File: config.mk
export PLATFORM = sky130hd
export DESIGN_NAME = qa_watchdog_config_regs
export DESIGN_NICKNAME = d
export VERILOG_FILES = /design/src/pkg/qa_wd_pkg.sv /design/src/qa_wd_sync.sv /design/src/qa_wd_tick.sv /design/src/qa_watchdog_config_regs.sv
export SDC_FILE = /design/constraint.sdc
export NUM_CORES = 1
export LEC_CHECK = 0
export ABC_AREA = 0
export BUFFER_PORTS_ARGS = -buffer_cell sky130_fd_sc_hd__clkbuf_2
export CORE_MARGIN = 4
export CORE_UTILIZATION = 64
export CTS_CLUSTER_DIAMETER = 60
export DETAILED_ROUTE_END_ITERATION = 10
export PLACE_DENSITY_LB_ADDON = 0.3
export REMOVE_ABC_BUFFERS = 1
export SYNTH_ARGS = -nofsm -noshare
export SYNTH_HDL_FRONTEND = slang
export SYNTH_SLANG_ARGS = --single-unit
export TNS_END_PERCENT = 10
File: constraint.sdc
create_clock -name clock -period 4.2 [get_ports clock]
set_input_delay 0.84 -clock clock [delete_from_list [all_inputs] [get_ports clock]]
set_output_delay 0.84 -clock clock [all_outputs]
set_load 0.1 [all_outputs]
File: src/pkg/qa_wd_pkg.sv
// shared constants for the question-and-answer watchdog register block
// assumes a byte-wide register port decoded from the serial interface
package qa_wd_pkg;
    // register offsets, byte addresses on the serial register port
    localparam logic [7:0] off_limits_cfg  = 8'haa;
    localparam logic [7:0] off_close_time  = 8'hab;
    localparam logic [7:0] off_open_time   = 8'hac;
    localparam logic [7:0] off_qgen_cfg    = 8'had;
    localparam logic [7:0] off_response    = 8'hae;
    localparam logic [7:0] off_page_select = 8'hf0;
    localparam logic [7:0] off_wd_control  = 8'h9f;
    localparam logic [7:0] off_fault_first = 8'h70;
    // field positions
    localparam int viol_lsb    = 4;
    localparam int mult_lsb    = 0;
    localparam int answer_feedback_select_lsb    = 6;
    localparam int poly_lsb    = 4;
    localparam int seed_lsb    = 0;
    localparam int sw_en_bit   = 6;
    localparam int page_bit    = 0;
    // reset values
    localparam logic [7:0] rst_zero      = 8'h00;
    localparam logic [7:0] rst_limits    = 8'h27;
    localparam logic [7:0] rst_close     = 8'h1d;
    localparam logic [7:0] rst_open      = 8'h1d;
    localparam logic [7:0] rst_control   = 8'h40;
    // timing: one window step is a millisecond
    localparam int clk_hz          = 50_000_000;
    localparam int step_ms         = 1;
    localparam int step_cycles     = clk_hz / 1000 * step_ms;
    // fault flag bits
    localparam int flag_window     = 0;
    localparam int flag_answer     = 1;
    localparam int flag_trip       = 2;
endpackage

File: src/qa_wd_sync.sv
// three-stage input synchroniser, change counts once stages two and three agree
// assumes an asynchronous pin input and a single system clock
`timescale 1ns/1ns
`default_nettype none
module qa_wd_sync
(
    input  wire logic clock,
    input  wire logic arst_n,
    input  wire logic din,
    output var  logic dout
);
    logic s1_r;   // first stage, read only by s2
    logic s2_r;
    logic s3_r;
    // shift chain
    always_ff @(posedge clock or negedge arst_n)
    begin
        if (!arst_n)
        begin
            s1_r <= 1'b0;
            s2_r <= 1'b0;
            s3_r <= 1'b0;
        end
        else
        begin
            s1_r <= din;
            s2_r <= s1_r;
            s3_r <= s2_r;
        end
    end
    // filtered level, holds until two later stages agree
    always_ff @(posedge clock or negedge arst_n)
    begin
        if (!arst_n)
            dout <= 1'b0;
        else if (s2_r == s3_r)
            dout <= s3_r;
    end
endmodule
`default_nettype wire

File: src/qa_wd_tick.sv
// millisecond step generator for window timing
// assumes the 50 mhz system clock; count shortened by parameter in simulation
`timescale 1ns/1ns
`default_nettype none
module qa_wd_tick
#(
    parameter int step_cycles = qa_wd_pkg::step_cycles
)
(
    input  wire logic clock,
    input  wire logic arst_n,
    input  wire logic run,
    output var  logic tick
);
    localparam int cw = $clog2(step_cycles + 1);
    logic [cw-1:0] cnt_r;   // cycles within the current step
    initial
    begin
        if (step_cycles < 1)
            $error("step_cycles must be at least one");
    end
    // free count, restarted while stopped
    always_ff @(posedge clock or negedge arst_n)
    begin
        if (!arst_n)
        begin
            cnt_r <= '0;
            tick  <= 1'b0;
        end
        else if (!run)
        begin
            cnt_r <= '0;
            tick  <= 1'b0;
        end
        else if (cnt_r == cw'(step_cycles - 1))
        begin
            cnt_r <= '0;
            tick  <= 1'b1;
        end
        else
        begin
            cnt_r <= cnt_r + 1'b1;
            tick  <= 1'b0;
        end
    end
endmodule
`default_nettype wire

File: src/qa_watchdog_config_regs.sv
// question-and-answer watchdog with its configuration registers
// assumes a decoded byte register port from the serial slave, one clock
// Notes on behaviour
// - violation limit in config bits six to four
// - three-bit startup multiplier scales startup window
// - closed window time, whole byte, in steps
// - open window time, whole byte, in steps
// - feedback select bits seven-six, resets zero
// - polynomial select bits five-four, resets zero
// - seed in bits three-zero, resets zero
// - answer register at ae, resets zero
// - page select bit zero, upper bits reserved
// - fault flags clear only on written one
// - flags stay set after fault disappears
// - interrupt output low while any flag set
// - activity input selects active or shutdown
// - watchdog runs when software bit, pin and activity input are all high
`timescale 1ns/1ns
`default_nettype none
module qa_watchdog_config_regs
#(
    parameter int step_cycles   = qa_wd_pkg::step_cycles,
    parameter int startup_steps = 16
)
(
    input  wire logic       clock,
    input  wire logic       arst_n,
    input  wire logic       reg_wr,
    input  wire logic       reg_rd,
    input  wire logic [7:0] reg_addr,
    input  wire logic [7:0] reg_wdata,
    output var  logic [7:0] reg_rdata,
    input  wire logic       activity_control_in,
    input  wire logic       hardware_wd_enable_pin,
    output var  logic       fault_interrupt_n,
    output var  logic       watchdog_fault_out_n,
    output var  logic       shutdown_state,
    output var  logic       register_page
);
    typedef enum logic [1:0] {st_off, st_startup, st_closed, st_open}
        wd_state_e;
    wd_state_e state_r;                  // window sequencer state
    logic [7:0] limits_r;                // limits config
    logic [7:0] close_r;                 // closed window steps
    logic [7:0] open_r;                  // open window steps
    logic [7:0] qgen_r;                  // question generator config
    logic [7:0] resp_r;                  // host answer
    logic       page_r;                  // page select
    logic [7:0] ctrl_r;                  // watchdog control
    logic [2:0] flags_r;                 // sticky fault flags
    logic [3:0] question_r;              // current question lfsr
    logic [10:0] win_r;                  // step count in window
    logic [3:0] viol_r;                  // violations counted
    logic       trip_r;                  // watchdog output latched
    logic       act_s;                   // synchronised activity input
    logic       wden_s;                  // synchronised enable pin
    logic       tick;                    // one step elapsed
    logic       run;                     // watchdog active
    logic       resp_wr;                 // host answer write
    logic       window_ev;               // answer in closed window or late
    logic       answer_ev;               // wrong answer
    logic [7:0] expect_ans;              // expected answer
    logic [10:0] startup_len;            // startup window in steps
    logic [2:0] flag_clr;                // flag bits written with one
    logic [2:0] flag_set;                // fault events this cycle

    initial
    begin
        if (startup_steps < 1 || startup_steps > 256)
            $error("startup_steps out of range");
    end

    qa_wd_sync u_sync_act
    (
        .clock (clock),
        .arst_n(arst_n),
        .din   (activity_control_in),
        .dout  (act_s)
    );
    qa_wd_sync u_sync_en
    (
        .clock (clock),
        .arst_n(arst_n),
        .din   (hardware_wd_enable_pin),
        .dout  (wden_s)
    );
    qa_wd_tick #(.step_cycles(step_cycles)) u_tick
    (
        .clock (clock),
        .arst_n(arst_n),
        .run   (run),
        .tick  (tick)
    );

    // active only with pin, software bit and activity all high
    assign run = act_s && wden_s && ctrl_r[qa_wd_pkg::sw_en_bit];
    assign shutdown_state = !act_s;
    assign register_page  = page_r;
    assign resp_wr = reg_wr && (reg_addr == qa_wd_pkg::off_response);
    // base unit is a parameter, the real one is not pinned down
    assign startup_len = 11'(qa_wd_pkg::rst_zero) +
        11'(limits_r[qa_wd_pkg::mult_lsb +: 3]) *
        11'(startup_steps);

    // expected answer: question mixed with seed, poly and feedback
    always_comb
    begin
        logic [7:0] q;
        q = {question_r, question_r ^ qgen_r[qa_wd_pkg::seed_lsb +: 4]};
        q = q ^ {2'b00, qgen_r[qa_wd_pkg::poly_lsb +: 2], 4'h0};
        expect_ans = {q[7:6] ^ qgen_r[qa_wd_pkg::answer_feedback_select_lsb +: 2],
                      q[5:0]};
    end

    // an answer in the closed window or a missing one counts as window fault
    assign window_ev = run && ((state_r == st_closed && resp_wr) ||
        (state_r == st_open && tick && win_r >= 11'(open_r)));
    assign answer_ev = run && state_r == st_open && resp_wr &&
        reg_wdata != expect_ans;

    // window sequencer
    always_ff @(posedge clock or negedge arst_n)
    begin
        if (!arst_n)
        begin
            state_r <= st_off;
            win_r   <= '0;
        end
        else if (!run)
        begin
            state_r <= st_off;
            win_r   <= '0;
        end
        else
        begin
            case (state_r)
                st_off:
                begin
                    state_r <= st_startup;
                    win_r   <= '0;
                end
                st_startup:
                    if (tick && win_r >= startup_len)
                    begin
                        state_r <= st_closed;
                        win_r   <= '0;
                    end
                    else if (tick)
                        win_r <= win_r + 1'b1;
                st_closed:
                    if (resp_wr || (tick && win_r >= 11'(close_r)))
                    begin
                        // a closed-window answer restarts the cycle
                        state_r <= resp_wr ? st_closed : st_open;
                        win_r   <= '0;
                    end
                    else if (tick)
                        win_r <= win_r + 1'b1;
                st_open:
                    if (resp_wr || (tick && win_r >= 11'(open_r)))
                    begin
                        state_r <= st_closed;
                        win_r   <= '0;
                    end
                    else if (tick)
                        win_r <= win_r + 1'b1;
                default:
                    state_r <= st_off;
            endcase
        end
    end

    // question advances after every answered or expired open window
    always_ff @(posedge clock or negedge arst_n)
    begin
        if (!arst_n)
            question_r <= 4'h0;
        else if (!run)
            question_r <= qgen_r[qa_wd_pkg::seed_lsb +: 4];
        else if (state_r == st_open && (resp_wr || window_ev))
            question_r <= {question_r[2:0],
                           question_r[3] ^ question_r[2] ^ 1'b1};
    end

    // violation counter and watchdog output, latched until disabled
    always_ff @(posedge clock or negedge arst_n)
    begin
        if (!arst_n)
        begin
            viol_r <= '0;
            trip_r <= 1'b0;
        end
        else if (!run)
        begin
            viol_r <= '0;
            trip_r <= 1'b0;
        end
        else if (window_ev || answer_ev)
        begin
            if (viol_r >= {1'b0, limits_r[qa_wd_pkg::viol_lsb +: 3]})
                trip_r <= 1'b1;
            else
                viol_r <= viol_r + 1'b1;
        end
    end
    assign watchdog_fault_out_n = !trip_r;

    // write-one-to-clear mask and this cycle's fault events
    assign flag_clr = (reg_wr && reg_addr == qa_wd_pkg::off_fault_first) ?
        reg_wdata[2:0] : 3'h0;
    assign flag_set[qa_wd_pkg::flag_window] = window_ev;
    assign flag_set[qa_wd_pkg::flag_answer] = answer_ev;
    assign flag_set[qa_wd_pkg::flag_trip]   = trip_r;

    // sticky flags: set wins over a clearing write of one
    always_ff @(posedge clock or negedge arst_n)
    begin
        if (!arst_n)
            flags_r <= '0;
        else
            flags_r <= (flags_r & ~flag_clr) | flag_set;
    end
    assign fault_interrupt_n = ~|flags_r;

    // configuration register writes
    always_ff @(posedge clock or negedge arst_n)
    begin
        if (!arst_n)
        begin
            limits_r <= qa_wd_pkg::rst_limits;
            close_r  <= qa_wd_pkg::rst_close;
            open_r   <= qa_wd_pkg::rst_open;
            qgen_r   <= qa_wd_pkg::rst_zero;
            resp_r   <= qa_wd_pkg::rst_zero;
            page_r   <= 1'b0;
            ctrl_r   <= qa_wd_pkg::rst_control;
        end
        else if (reg_wr)
        begin
            case (reg_addr)
                qa_wd_pkg::off_limits_cfg:  limits_r <= reg_wdata;
                qa_wd_pkg::off_close_time:  close_r  <= reg_wdata;
                qa_wd_pkg::off_open_time:   open_r   <= reg_wdata;
                qa_wd_pkg::off_qgen_cfg:    qgen_r   <= reg_wdata;
                qa_wd_pkg::off_response:    resp_r   <= reg_wdata;
                qa_wd_pkg::off_page_select:
                    page_r <= reg_wdata[qa_wd_pkg::page_bit];
                qa_wd_pkg::off_wd_control:  ctrl_r   <= reg_wdata;
                default:                    ;
            endcase
        end
    end

    // read data registered; unmapped offsets read zero
    always_ff @(posedge clock or negedge arst_n)
    begin
        if (!arst_n)
            reg_rdata <= 8'h00;
        else if (reg_rd)
        begin
            case (reg_addr)
                qa_wd_pkg::off_limits_cfg:  reg_rdata <= limits_r;
                qa_wd_pkg::off_close_time:  reg_rdata <= close_r;
                qa_wd_pkg::off_open_time:   reg_rdata <= open_r;
                qa_wd_pkg::off_qgen_cfg:    reg_rdata <= qgen_r;
                qa_wd_pkg::off_response:    reg_rdata <= resp_r;
                qa_wd_pkg::off_page_select: reg_rdata <= {7'h00, page_r};
                qa_wd_pkg::off_wd_control:  reg_rdata <= ctrl_r;
                qa_wd_pkg::off_fault_first: reg_rdata <= {5'h00, flags_r};
                default:                    reg_rdata <= 8'h00;
            endcase
        end
    end
endmodule
`default_nettype wire

==> After elaboration in Yosys (flattened, before gate mapping) <==
Index checks and enable logic that the tools add are counted.
{ "totals": {"output_inout_bits": 12, "elab_cells": 122, "register_bits": 107} }
{ "op_classes": {"add_sub_neg": 3, "n_eq_ne": 22, "n_reduce_logical": 35, "bitwise_logic": 8, "n_mux": 26, "n_lt_le_gt_ge": 4} }
{ "ops": {"columns": ["op", "count"], "rows": [
  ["one-hot mux 8 bit (8 select lines)", 1],
  ["== test 8 bit (second input constant)", 7],
  ["2-to-1 mux 11 bit", 5],
  ["one-hot mux 11 bit (4 select lines)", 1],
  ["2-to-1 mux 16 bit", 2],
  ["greater-or-equal comparator 11 x 8 -> 1 bit", 2],
  ["2-to-1 mux 4 bit", 5],
  ["AND reduction 2 bit", 9],
  ["adder 16 x 1 -> 16 bit (second input constant)", 1],
  ["== test 16 bit (second input constant)", 1],
  ["logical AND 1 bit", 15],
  ["adder 11 x 1 -> 11 bit (second input constant)", 1],
  ["greater-or-equal comparator 11 x 7 -> 1 bit", 1],
  ["== test 8 x 7 -> 1 bit (second input constant)", 1],
  ["2-to-1 mux 2 bit", 4],
  ["inequality test 8 bit", 1],
  ["one-hot mux 2 bit (4 select lines)", 1],
  ["XOR 8 x 6 -> 8 bit", 1],
  ["2-to-1 mux 1 bit", 6],
  ["inequality test 2 x 1 -> 1 bit (second input constant)", 3],
  ["inequality test 3 x 2 -> 1 bit (second input constant)", 2],
  ["logical OR 1 bit", 5],
  ["adder 4 x 1 -> 4 bit (second input constant)", 1],
  ["== test 2 bit (second input constant)", 2],
  ["17 further kinds", 20]
]} }

==> Logic depth before layout (Yosys ltp) <==
{ "depth": {"depth_word": 9, "ltp_mapped": 9} }

==> By module <==
A second synthesis with hierarchy kept.
{ "hier_totals": {"cells_unflattened": 561, "area_unflattened_um2": 5925.7} }
{ "by_module_without_submodules": {"columns": ["mod", "area_each_um2", "seq_area_each_um2", "instances", "cells_each"], "rows": [
  ["qa_watchdog_config_regs", 4835.9, 2068.2, 1, 470],
  ["qa_wd_tick", 867.1, 425.4, 1, 81],
  ["qa_wd_sync", 111.4, 100.1, 2, 5]
]} }

==> Worst setup path before layout <==
No wires, ideal clock.
{ "synth_path": {"path_type": "register -> output", "startpoint": "reg flags_r[2]", "endpoint": "out fault_interrupt_n", "path_stages_with_launch": 2, "setup_slack_ns": 0.910, "t_arrival_ns": 2.450, "path_cell_list": "dfrtp_1 -> nor3_1"} }
{ "synth_between": {"elab_chain_len": 2} }
{ "synth_lines": {"columns": ["item", "line_no", "rtl"], "rows": [
  ["start, declared", "qa_watchdog_config_regs.sv:50", "logic [2:0] flags_r;"],
  ["start signal, assigned", "qa_watchdog_config_regs.sv:221", "flags_r <= (flags_r & ~flag_clr) | flag_set;"],
  ["OR reduction 3 bit", "qa_watchdog_config_regs.sv:223", "assign fault_interrupt_n = ~|flags_r;"],
  ["logical NOT 1 bit", "qa_watchdog_config_regs.sv:223", null],
  ["end, declared", "qa_watchdog_config_regs.sv:35", "output var logic fault_interrupt_n,"]
]} }
No other way between the ends.

==> Worst setup path in the final report <==
{ "layout_path": {"startpoint": "in reg_addr[0]", "endpoint": "reg viol_r[1]"} }
{ "layout_between": {"elab_chain_len": 8, "elab_cells_between_ends": 10} }
{ "layout_lines": {"columns": ["item", "line_no", "rtl"], "rows": [
  ["start, declared", "qa_watchdog_config_regs.sv:30", "input wire logic [7:0] reg_addr,"],
  ["== test 8 bit (*)", "qa_watchdog_config_regs.sv:99", "assign resp_wr = reg_wr && (reg_addr == qa_wd_pkg::off_response);"],
  ["logical AND 1 bit (*)", "qa_watchdog_config_regs.sv:99", null],
  ["logical AND 1 bit", "qa_watchdog_config_regs.sv:116", "assign window_ev = run && ((state_r == st_closed && resp_wr) ||"],
  ["logical OR 1 bit", "qa_watchdog_config_regs.sv:116", null],
  ["logical AND 1 bit", "qa_watchdog_config_regs.sv:116", null],
  ["logical OR 1 bit (*)", "qa_watchdog_config_regs.sv:198", "else if (window_ev || answer_ev)"],
  ["inequality test 2 x 1 -> 1 bit (no source line) (*)", null, null],
  ["AND reduction 2 bit (no source line) (*)", null, null],
  ["end signal, assigned", "qa_watchdog_config_regs.sv:203", "viol_r <= viol_r + 1'b1;"],
  ["end, declared", "qa_watchdog_config_regs.sv:53", "logic [3:0] viol_r;"]
]} }
Mark *: on every way between the ends. The rest lies on a longest branch, timed or not.
A chain may end at the register's enable or synchronous reset.

==> flow_metrics.env <==
export IMPL_fin_crit_ns=2.79
export IMPL_ys_warn_count=0
export IMPL_dr_pass1_iters=4
export IMPL_synth_edf_count=0
export IMPL_postSynthAreaPerCell_um2=10.7
export IMPL_crit_required_ns=4.45
export IMPL_final_common_cell="dfrtp_1"
export IMPL_cts_hold_buf=0
export IMPL_end_kind="flip-flop"
export IMPL_ys_ff_latch=107
export IMPL_synth_top_area_frac=0.415
export IMPL_syn_area_um2=5670
export IMPL_gp_congestion=0.897
export IMPL_max_freq_mhz=359
export IMPL_cts_htree_levels=3
export IMPL_status="finished clean"
export IMPL_cts_setup_buffers=0
export IMPL_dieArea_um2=10400
export IMPL_critPathKind="input pin to flip-flop"
export IMPL_hpwl_um=8950
export IMPL_syn2layout_area_growth_pct=7.52
export IMPL_cp_max_fo=14
export IMPL_cts_sinks=107
export IMPL_nNetsFinal=606
export IMPL_initial_utilization=0.653
export IMPL_drt_vias_per_instance=6.13
export IMPL_fin_crit_sh=0.664
export IMPL_drtIter0Drc=228
export IMPL_synth_cell_types=58
export IMPL_routed_wl_um=12100
export IMPL_synth_area_leaders="dfrtp_1 (41%), mux2_2 (6.8%), dfstp_2 (6.0%)"
export IMPL_ir_drop_uv=197
export IMPL_regArea_um2=2690
export IMPL_drcViolationCount=0
export IMPL_grt_pass1_vias=3920
export IMPL_core_area_um2=8680
export IMPL_fin_hold_ws_ns=0.359
export IMPL_finalWorstSetupSlack_ns=1.41
export IMPL_cts_buffers=9
export IMPL_layout_cells_most_common_list="dfrtp_1 (94), nand2_1 (60), inv_1 (37)"
export IMPL_arrival_ns=3.04
export IMPL_multi_input_area_um2=2750
export IMPL_cp_slowest_cell="nor3_2"
export IMPL_grt_start_max_net_pins=78
export IMPL_synthArstFlopShare=1.00
export IMPL_grt_ovfl_total=0
export IMPL_finalSetupViolations=0
export IMPL_maxSlewHeadroom=0.374
export IMPL_max_stage_delay_ns=0.65
export IMPL_worstPathCellList="clkbuf_2 > nand4bb_1 > nor3_2 > o21ai_0 > a31oi_1 > o21ai_1 > mux2i_1"
export IMPL_rsz0062_at_grt="no"
export IMPL_fin_tns_setup_ns=0
export IMPL_n_antenna_cell=0
export IMPL_tightestPinTransition_ns=0.939
export IMPL_nFillCells=646
export IMPL_dr_total_vias=4111
export IMPL_rows=34
export IMPL_path_clk_slew_ns=0.10
export IMPL_antenna_found_initial=0
export IMPL_wl_per_cell_um=18.1
export IMPL_cts_tree="built"
export IMPL_p_leak_uw=0.00275
export IMPL_drive_gt1_frac=0.195
export IMPL_cts_resized=0
export IMPL_pre_cts_slack_ns=1.07
export IMPL_yosys_most_used_dff="dfrtp_1"
export IMPL_cts_buffer_depth=2
export IMPL_root_buffer="clkbuf_8"
export IMPL_die_height_um=102
export IMPL_die_x_um=102
export IMPL_yosysTopAreaCell="dfrtp_1"
export IMPL_synth_seq_area_share=0.475
export IMPL_hp_class="flip-flop to flip-flop"
export IMPL_antenna_left=0
export IMPL_fin_skew_ns=0.00949
export IMPL_start_kind="input pin"
export IMPL_portBuffers=33
export IMPL_track_usage=0.247
export IMPL_ios=34
export IMPL_final_hold_viol_count=0
export IMPL_clk_latency_ns=0.36
export IMPL_drv_slew=0
export IMPL_synthCells=529
export IMPL_maxCapViolCount=0
export IMPL_grt_pass1_wl_um=20000
export IMPL_power_density_nw_per_um2=308
flip-flops by register name (all words and copies together), names as in the netlist:
register / cells
close_r: 8
ctrl_r: 8
flags_r: 3
limits_r: 8
open_r: 8
qgen_r: 8
question_r: 4
reg_rdata: 8
register_page: 1
resp_r: 8
state_r: 2
trip_r: 1
u_sync_act.dout: 1
u_sync_act.s1_r: 1
u_sync_act.s2_r: 1
u_sync_act.s3_r: 1
u_sync_en.dout: 1
u_sync_en.s1_r: 1
u_sync_en.s2_r: 1
u_sync_en.s3_r: 1
u_tick.cnt_r: 16
u_tick.tick: 1
viol_r: 4
win_r: 11
metal layers:
metal,share of wire,GRT usage,vias up
met3,0.066,0.0498,27
li1,-,-,1937
met5,0,0,-
met2,0.48,0.402,149
met1,0.43,0.338,1998
met4,0.022,0.0716,0
cells by family (layout without fill, tap and decap cells):
| group | count (synthesis) | count (layout) | synth area share |
|---|---|---|---|
| mux | 50 | 50 | 0.0958 |
| flops | 107 | 107 | 0.475 |
| compound gates | 96 | 96 | 0.116 |
| fa+ha+maj | 28 | 28 | 0.0609 |
| xor+xnor | 35 | 35 | 0.0686 |
| simple gates | 157 | 157 | 0.143 |
| buf+inv | 56 | 90 | 0.0408 |
per-stage QoR:
stage | instances | power [µW] | utilization | area (µm²)
finish | 671 | 1880 | 0.703 | 6100
floorplan | 510 | 1200 | - | 5580
CTS | 671 | 1890 | 0.703 | 6100
detailed placement | 655 | 1280 | 0.681 | 5910
global route | 671 | 1960 | 0.703 | 6100
global placement | 655 | 1270 | 0.681 | 5910
worst max-delay path: cells and delay by family:
kind | cells | cell delay, ns
AOI/OAI and AO/OA | 3 | 0.75
buffers and inverters | 1 | 0.27
muxes | 1 | 0.15
and+or+nand+nor | 2 | 1.01
power by group:
| part | switching (µW) | total, µW | internal, µW |
|---|---|---|---|
| combinational | 100 | 165 | 65.1 |
| clock | 339 | 616 | 277 |
| sequential | 28.7 | 1100 | 1070 |
path summary, 6_finish.rpt:
check	from	cells past startpoint	slack [ns]	to
max	reg_addr[0]	7	1.41	viol_r[1]
min	u_sync_en.s1_r	0	0.36	u_sync_en.s2_r
max reg2reg	open_r[4]	8	1.42	viol_r[1]
min reg2reg	u_sync_en.s1_r	0	0.36	u_sync_en.s2_r
max in group asynchronous	arst_n	2	2.75	close_r[4]
min in group asynchronous	arst_n	1	0.61	u_sync_act.dout
cell type report:
class / count / area share
flip-flops and latches: 107 / 0.442
well taps: 108 / 0.0222
clock inverters: 4 / 0.00841
inverters: 37 / 0.0228
multi-input cells: 366 / 0.450
clock buffers: 12 / 0.0222
repair buffers: 37 / 0.0324
Yosys cell counts, types with 2 or more instances:
library cell / n
dfrtp_1: 94
nand2_1: 60
inv_1: 37
mux2_2: 34
nor2_1: 31
ha_1: 26
o21ai_0: 26
xnor2_1: 24
mux2i_1: 16
nand3_1: 14
dfstp_2: 13
a211oi_1: 12
nand4_1: 11
a21oi_1: 10
and3_1: 10
clkbuf_1: 10
a221oi_1: 8
o22ai_1: 8
xnor3_1: 6
a22oi_1: 5
buf_2: 5
xor2_1: 5
a21o_1: 4
nor3_1: 4
o31ai_1: 4
a31oi_1: 3
nand2b_1: 3
nor3_2: 3
nor4_1: 3
o211ai_1: 3
a221o_1: 2
buf_4: 2
maj3_1: 2
nand2_2: 2
nand3b_1: 2
nor2b_1: 2
o21ai_1: 2
o2bb2ai_1: 2
or3_1: 2
No activity file was read; power rests on OpenSTA's default activity.
